===== src/logic/pmsc_pkg.sv =====
// Purpose: shared constants and types for the pluggable module sideband control
// Assumes: 40 MHz core clock
// Notes: durations are parameters in ns; cycle counts derive from them
package pmsc_pkg;
  localparam int unsigned CLK_PERIOD_NS       = 25;
  // no printed figures exist for these; plain defaults
  localparam int unsigned RESET_PULSE_MIN_NS  = 10000;
  localparam int unsigned RESET_INIT_NS       = 2000000;
  // least time rounds up, at least one cycle
  localparam int unsigned RESET_PULSE_CYCLES  =
    (RESET_PULSE_MIN_NS + CLK_PERIOD_NS - 1) / CLK_PERIOD_NS;
  localparam int unsigned RESET_INIT_CYCLES   =
    (RESET_INIT_NS + CLK_PERIOD_NS - 1) / CLK_PERIOD_NS;
  localparam int unsigned CNT_W               = 32;
  localparam logic        SYNC_RESET_VAL      = 1'b1;
  localparam logic        SETTINGS_DEFAULT    = 1'b0;

  typedef enum logic [1:0] {
    PMSC_ST_RUN   = 2'b00,
    PMSC_ST_PULSE = 2'b01,
    PMSC_ST_INIT  = 2'b11,
    PMSC_ST_POST  = 2'b10
  } pmsc_state_t;
endpackage


===== src/logic/pmsc_sync_if.sv =====
// Purpose: carries synchronised pin levels from the synchroniser to the control core
// Assumes: one clock domain
// Notes: all signals are levels
`timescale 1ns/1ps
interface pmsc_sync_if;
  logic select_n;
  logic reset_n;
  logic low_power;
  modport src (output select_n, output reset_n, output low_power);
  modport dst (input select_n, input reset_n, input low_power);
endinterface // pmsc_sync_if


===== src/logic/pmsc_sync.sv =====
// Purpose: two-flop synchronisers for the host-driven pins
// Assumes: pins are asynchronous to clk
// Notes: first stage is read only by the second stage
`timescale 1ns/1ps
module pmsc_sync (
  // clock and reset
  input  wire logic   clk,
  input  wire logic   rst,
  // raw pins
  input  wire logic   module_select_pin,
  input  wire logic   module_reset_n,
  input  wire logic   low_power_request,
  // synchronised levels
  pmsc_sync_if.src    sync
);
  logic [2:0] stage1_reg;
  logic [2:0] stage2_reg;

  // resets to idle: deselected, not in reset, full power
  always_ff @(posedge clk or posedge rst) begin
    if (rst) begin
      stage1_reg <= {pmsc_pkg::SYNC_RESET_VAL, pmsc_pkg::SYNC_RESET_VAL, 1'b0};
      stage2_reg <= {pmsc_pkg::SYNC_RESET_VAL, pmsc_pkg::SYNC_RESET_VAL, 1'b0};
    end else begin
      stage1_reg <= {module_select_pin, module_reset_n, low_power_request};
      stage2_reg <= stage1_reg;
    end
  end

  assign sync.select_n  = stage2_reg[2];
  assign sync.reset_n   = stage2_reg[1];
  assign sync.low_power = stage2_reg[0];
endmodule // pmsc_sync


===== src/logic/pmsc_top.sv =====
// Purpose: sideband control of a pluggable optical module (select, reset, low power,
//          presence, interrupt)
// Assumes: host pins asynchronous to the 40 MHz clk; rst is power-on reset
// Notes on behaviour
// select low lets the module accept and answer management bus commands.
// select high makes the module ignore all management bus traffic.
// select input pulled up internally; undriven means deselected.
// reset low longer than minimum pulse resets all user settings to default.
// initialisation interval starts at the rising edge ending the reset pulse.
// host ignores status bits until the module reports reset complete.
// reset complete is shown by interrupt low with data-pending flag cleared.
// after power-up the module posts reset-complete interrupt unprompted.
// low-power request high puts the module in low-power mode.
// presence output tied low inside the module.
// interrupt driven low for faults or critical status.
// host reads the module over the bus to find the interrupt cause.
// interrupt output is open-collector: pull low or release.
// minimum reset pulse and initialisation durations are parameters.
`timescale 1ns/1ps
module pmsc_top #(
  parameter int unsigned RESET_PULSE_CYCLES = pmsc_pkg::RESET_PULSE_CYCLES,
  parameter int unsigned RESET_INIT_CYCLES  = pmsc_pkg::RESET_INIT_CYCLES
) (
  // clock and reset
  input  wire logic  clk,
  input  wire logic  rst,
  // host pins
  input  wire logic  module_select_pin,
  input  wire logic  module_select_pe,
  input  wire logic  module_reset_n,
  input  wire logic  low_power_request,
  output logic       module_present_n,
  output logic       module_present_oe,
  output logic       interrupt_n,
  output logic       interrupt_oe,
  // towards the management bus engine and module core
  output logic       bus_enable,
  output logic       settings_reset,
  output logic       low_power_mode,
  output logic       data_not_ready,
  // status from the module core
  input  wire logic  fault_event,
  input  wire logic  interrupt_clear
);
  pmsc_sync_if sync ();
  pmsc_pkg::pmsc_state_t state_reg;
  pmsc_pkg::pmsc_state_t state_next;
  logic [pmsc_pkg::CNT_W-1:0] count_reg;
  logic [pmsc_pkg::CNT_W-1:0] count_next;
  logic select_pin_eff;
  logic fault_reg;
  logic complete_reg;
  logic fault_sync1_reg;
  logic fault_sync2_reg;
  logic clear_sync1_reg;
  logic clear_sync2_reg;

  // an undriven pin reads high, as the internal pull-up would make it
  assign select_pin_eff = module_select_pe ? module_select_pin : 1'b1;

  pmsc_sync u_sync (
    .clk               (clk),
    .rst               (rst),
    .module_select_pin (select_pin_eff),
    .module_reset_n    (module_reset_n),
    .low_power_request (low_power_request),
    .sync              (sync.src)
  );

  // status inputs may come from another block; synchronise to be safe
  always_ff @(posedge clk or posedge rst) begin
    if (rst) begin
      fault_sync1_reg <= 1'b0;
      fault_sync2_reg <= 1'b0;
      clear_sync1_reg <= 1'b0;
      clear_sync2_reg <= 1'b0;
    end else begin
      fault_sync1_reg <= fault_event;
      fault_sync2_reg <= fault_sync1_reg;
      clear_sync1_reg <= interrupt_clear;
      clear_sync2_reg <= clear_sync1_reg;
    end
  end

  // reset sequencer: power-up enters init directly so completion is posted unasked
  always_comb begin
    state_next = state_reg;
    count_next = count_reg;
    case (state_reg)
      pmsc_pkg::PMSC_ST_RUN: begin
        if (!sync.reset_n) begin
          state_next = pmsc_pkg::PMSC_ST_PULSE;
          count_next = '0;
        end
      end
      pmsc_pkg::PMSC_ST_PULSE: begin
        if (sync.reset_n) begin
          // short glitches are not a reset
          if (count_reg >= RESET_PULSE_CYCLES[pmsc_pkg::CNT_W-1:0]) begin
            state_next = pmsc_pkg::PMSC_ST_INIT;
          end else begin
            state_next = pmsc_pkg::PMSC_ST_RUN;
          end
          count_next = '0;
        end else if (count_reg < RESET_PULSE_CYCLES[pmsc_pkg::CNT_W-1:0]) begin
          count_next = count_reg + 1'b1;
        end
      end
      pmsc_pkg::PMSC_ST_INIT: begin
        if (!sync.reset_n) begin
          state_next = pmsc_pkg::PMSC_ST_PULSE;
          count_next = '0;
        end else if (count_reg >= RESET_INIT_CYCLES[pmsc_pkg::CNT_W-1:0] - 1'b1) begin
          state_next = pmsc_pkg::PMSC_ST_POST;
          count_next = '0;
        end else begin
          count_next = count_reg + 1'b1;
        end
      end
      pmsc_pkg::PMSC_ST_POST: begin
        state_next = pmsc_pkg::PMSC_ST_RUN;
      end
      default: begin
        state_next = pmsc_pkg::PMSC_ST_RUN;
        count_next = '0;
      end
    endcase
  end

  always_ff @(posedge clk or posedge rst) begin
    if (rst) begin
      state_reg <= pmsc_pkg::PMSC_ST_INIT;
      count_reg <= '0;
    end else begin
      state_reg <= state_next;
      count_reg <= count_next;
    end
  end

  // settings held in default while a qualified reset pulse is seen or init runs
  always_ff @(posedge clk or posedge rst) begin
    if (rst) begin
      settings_reset <= 1'b1;
    end else begin
      settings_reset <= (state_next == pmsc_pkg::PMSC_ST_INIT) ||
                        (state_next == pmsc_pkg::PMSC_ST_PULSE &&
                         count_next >= RESET_PULSE_CYCLES[pmsc_pkg::CNT_W-1:0]);
    end
  end

  // status is meaningless to the host until init finishes
  always_ff @(posedge clk or posedge rst) begin
    if (rst) begin
      data_not_ready <= 1'b1;
    end else if (state_next == pmsc_pkg::PMSC_ST_INIT) begin
      data_not_ready <= 1'b1;
    end else if (state_reg == pmsc_pkg::PMSC_ST_POST) begin
      data_not_ready <= 1'b0;
    end
  end

  // interrupt sources are sticky; a new event beats a clear in the same cycle
  always_ff @(posedge clk or posedge rst) begin
    if (rst) begin
      complete_reg <= 1'b0;
      fault_reg    <= 1'b0;
    end else begin
      if (state_reg == pmsc_pkg::PMSC_ST_POST) begin
        complete_reg <= 1'b1;
      end else if (clear_sync2_reg || state_next == pmsc_pkg::PMSC_ST_INIT) begin
        complete_reg <= 1'b0;
      end
      if (fault_sync2_reg && state_next == pmsc_pkg::PMSC_ST_RUN) begin
        fault_reg <= 1'b1;
      end else if (clear_sync2_reg || state_next == pmsc_pkg::PMSC_ST_INIT) begin
        fault_reg <= 1'b0;
      end
    end
  end

  // open-collector: data is always 0, only the enable moves
  always_ff @(posedge clk or posedge rst) begin
    if (rst) begin
      interrupt_n  <= 1'b0;
      interrupt_oe <= 1'b0;
    end else begin
      interrupt_n  <= 1'b0;
      interrupt_oe <= (state_reg == pmsc_pkg::PMSC_ST_POST) || complete_reg ||
                      (fault_sync2_reg && state_next == pmsc_pkg::PMSC_ST_RUN) ||
                      fault_reg;
    end
  end

  // presence is a hard ground, driven from reset onward
  always_ff @(posedge clk or posedge rst) begin
    if (rst) begin
      module_present_n  <= 1'b0;
      module_present_oe <= 1'b1;
    end else begin
      module_present_n  <= 1'b0;
      module_present_oe <= 1'b1;
    end
  end

  // bus engine answers only when selected; during init it still may answer
  always_ff @(posedge clk or posedge rst) begin
    if (rst) begin
      bus_enable <= 1'b0;
    end else begin
      bus_enable <= !sync.select_n;
    end
  end

  always_ff @(posedge clk or posedge rst) begin
    if (rst) begin
      low_power_mode <= 1'b0;
    end else begin
      low_power_mode <= sync.low_power;
    end
  end
endmodule // pmsc_top


===== config.mk =====
export PLATFORM = sky130hd
export DESIGN_NAME = pmsc_top
export DESIGN_NICKNAME = d
export VERILOG_FILES = /design/src/logic/pmsc_pkg.sv /design/src/logic/pmsc_sync_if.sv /design/src/logic/pmsc_sync.sv /design/src/logic/pmsc_top.sv
export SDC_FILE = /design/constraint.sdc
export NUM_CORES = 1
export LEC_CHECK = 0
export ABC_AREA = 1
export BUFFER_PORTS_ARGS = -buffer_cell sky130_fd_sc_hd__buf_2
export CELL_PAD_IN_SITES_DETAIL_PLACEMENT = 1
export CELL_PAD_IN_SITES_GLOBAL_PLACEMENT = 1
export CORE_MARGIN = 3
export CORE_UTILIZATION = 40
export DETAILED_ROUTE_END_ITERATION = 10
export GPL_ROUTABILITY_DRIVEN = 0
export GPL_TIMING_DRIVEN = 1
export PLACE_DENSITY = 0.81
export SLEW_MARGIN = 0
export SYNTH_ARGS = -nofsm -noshare
export SYNTH_HDL_FRONTEND = slang
export SYNTH_HIERARCHICAL = 1
export SYNTH_SLANG_ARGS = --single-unit

===== constraint.sdc =====
create_clock -name clk -period 4.14 [get_ports clk]
set_input_delay 0.828 -clock clk [delete_from_list [all_inputs] [get_ports clk]]
set_output_delay 0.828 -clock clk [all_outputs]
set_load 0.02 [all_outputs]

==> impl_metrics.csv <==
group,metric,value,unit
layout,regArea,0.00129,mm^2
synth,ys_top_cells_by_count,"nand2_1 (92), inv_1 (62), nor2_1 (46), dfrtp_1 (43), nand3_1 (27)",
sta,setup_violations,0,
sta,fmax,428,MHz
synth,avgSynthCellArea,7.63,um^2
clock_tree,insertion_delay,0.32,ns
grt,top_usage_layer,"met2",
grt,grt_overflow,0,
clock_tree,cts_setup_buffers,0,
layout,multi_input_comb_area,0.00146,mm^2
synth,synth_async_sr_flop_share,100,%
placement,pre_cts_ws,1.83,ns
sta,rsz0062_at_grt,"no",
route,first_iter_violations,111,
critical_path,worstRegToRegCells,12,
hold_path,min_path_cells,0,
sta,relSlewSlack,34.8,%
layout,diodes,0,
placement,place.detailed.hpwl,6560,um
synth,synthDistinctLibCells,38,
pwr,irDropWorstVdd,0.191,mV
hold_path,hold_start,"u_sync/stage2_reg[0]",
critical_path,cp-start-kind,"flop",
synth,ys_seq_elements,51,
clock_tree,cts_buffer_depth,2,
sta,min_period_over_period,56.4,%
route,drc_errors,0,
route,vias,2628,
clock_tree,cts_buffers,5,
grt,grt_max_degree,46,
grt,gr-usage-met1,27.2,%
layout,largest_reg_flops,32,
synth,synth_top_area_share,34.9,%
die,die_x,93.8,um
hold_path,hold_path.class,"flop to flop",
synth,synth_top_area_cell,"dfrtp_1",
hold_path,hold_end,"low_power_mode",
synth,synthCells,404,
clock_tree,cts-hold-fix-buffers,0,
sta,fin_worst_skew,0.0108,ns
run_status,status,"completed",
critical_path,worst_r2r_endpoint,"settings_reset",
layout,drive_above_1_share,19.3,%
clock_tree,cts_max_level,2,
synth,synth_warnings,6,
die,ios,16,
synth,yosys-top-cells-area,"dfrtp_1 (35%), nand2_1 (11%), inv_1 (7.5%)",
critical_path,crit_path_end_kind,"flop",
die,dieArea,0.00880,mm^2
grt,grt_pass1_wl,13700,um
sta,worst_slack,1.81,ns
layout,nNetsFinal,428,
die,initial_utilization,41.9,%
sta,finalHoldViolations,0,
route,routed_wirelength,8360,um
pwr,total_power,881,uW
clock_tree,cts_tree,"done",
sta,timing.setup.tns,0,ns
die,fp-row-count,31,
route,dr.pass1.iters,6,
die,fp.dieH,93.8,um
synth,syn-cell-area,0.00308,mm^2
critical_path,cp.arrival,2.59,ns
synth,synth_edf_count,0,
critical_path,r2r_slack,1.81,ns
synth,ys.flop_type,"dfrtp_1",
die,core,0.00737,mm^2
layout,fillerInstances,948,
grt,grt_usage,20.4,%
layout,syn_to_final_growth,7.91,%
grt,grtUsageMet3,2.32,%
route,wl_per_cell,16.1,um
grt,grtUsageMet2,34.7,%
route,via_per_inst,5.07,
grt,grt_pass1_vias,2723,
clock_tree,path_clk_slew,0.10,ns
clock_tree,cts_resized,0,
sta,slew_viol_final,0,
critical_path,worstSetupPathType,"flop to flop",
critical_path,critPathMaxFanout,16,
pwr,power_density,265,mW/mm^2
synth,yosysMostFrequentCell,"nand2_1",
synth,seq_area_frac_synth,41.7,%
critical_path,crit_required,4.40,ns
layout,utilization,45.2,%
job,drv_cap,0,
grt,antenna_found_initial,0,
sta,worst_pin_slew,0.977,ns
clock_tree,clock-sinks,51,
placement,port_buffers,12,
pwr,p_leak,0.00186,uW
route,detail-route-antenna-nets,0,
sta,period_minus_slack,2.33,ns
clock_tree,clock-root-buffer,"clkbuf_8",
critical_path,r2r_start,"state_reg[0]",
[how the worst max path moves through the flow]
stage	start	end	depth (start not counted)	slack, ns
6_report	state_reg[0]	settings_reset	12	1.81
5_1_grt	state_reg[0]	settings_reset	12	1.63
4_1_cts	state_reg[0]	settings_reset	12	1.83
3_5_place_dp	state_reg[0]	settings_reset	12	1.83
3_3_place_gp	state_reg[0]	settings_reset	12	1.91
2_1_floorplan	rst	bus_enable	1	2.26
[where the power goes]
| group | switching (uW) | internal [uW] | leakage (uW) | total, uW |
|---|---|---|---|---|
| Sequential | 6.58 | 510 | 0.000661 | 517 |
| Clock | 188 | 126 | 0.0000467 | 313 |
| Combinational | 38.9 | 11.9 | 0.00116 | 50.8 |
| Total | 233 | 647 | 0.00186 | 881 |
[worst max-delay path: stages (launching register included)]
cell and delay, ns:
dfstp_2 0.61, nor2_1 0.08, inv_1 0.46, o21ai_0 0.19, a21oi_1 0.16, nand2_1 0.07, nand2_1 0.15, nand3_1 0.16
nor2_2 0.13, nand2_1 0.05, nand2_1 0.08, nor2_1 0.05, nor2_1 0.09
[layer usage]
layer	vias up	part of all wire [%]
met5	-	0
met4	0	1.6
met3	15	3.3
met2	47	48
met1	1288	47
li1	1278	-
[cell usage in the layout, fill, tap and decap left out, types with 2 or more instances in the layout]
cell type / count
a21boi_0: 2
a21oi_1: 12
a31oi_1: 3
buf_2: 12
clkbuf_8: 5
conb_1: 3
dfrtp_1: 43
dfstp_2: 8
ha_1: 2
inv_1: 61
inv_2: 11
inv_6: 2
nand2_1: 92
nand2_2: 9
nand2_4: 7
nand3_1: 27
nand3_4: 2
nand4_1: 8
nor2_1: 46
nor2_2: 7
nor2_4: 5
nor2_8: 4
nor3_1: 5
o21ai_0: 15
o21ai_1: 4
o31ai_1: 4
xor2_1: 6
[area by class of cell]
class                   count  area share (%)
multi-input cells         271            43.8
clock inverters             3           0.827
inverters                  76            8.95
clock buffers               5            2.07
well taps                  99            3.72
flip-flops and latches     51            38.6
repair buffers             13            2.03
[metrics by stage]
| step | cell area, um^2 | hold WS (ns) | instances |
|---|---|---|---|
| after floorplan | 3090 | 0.331 | 405 |
| after global placement | 3230 | 0.334 | 510 |
| after detailed placement | 3230 | 0.338 | 510 |
| after CTS | 3330 | 0.364 | 518 |
| after global routing | 3330 | 0.364 | 518 |
| final | 3330 | 0.360 | 518 |
[cell families (layout without fill, tap and decap cells)]
kind of cell	after synthesis	after routing	synth area share, %
adders and majority gates	2	2	0.811
xor gates and xnor gates	7	7	1.99
AOI/OAI and AO/OA	45	45	8.36
other	2	3	0.243
buffers and inverters	83	97	11.2
DFF	51	51	41.7
and+or+nand+nor	214	214	35.7
No activity file was read; power rests on OpenSTA's default activity.
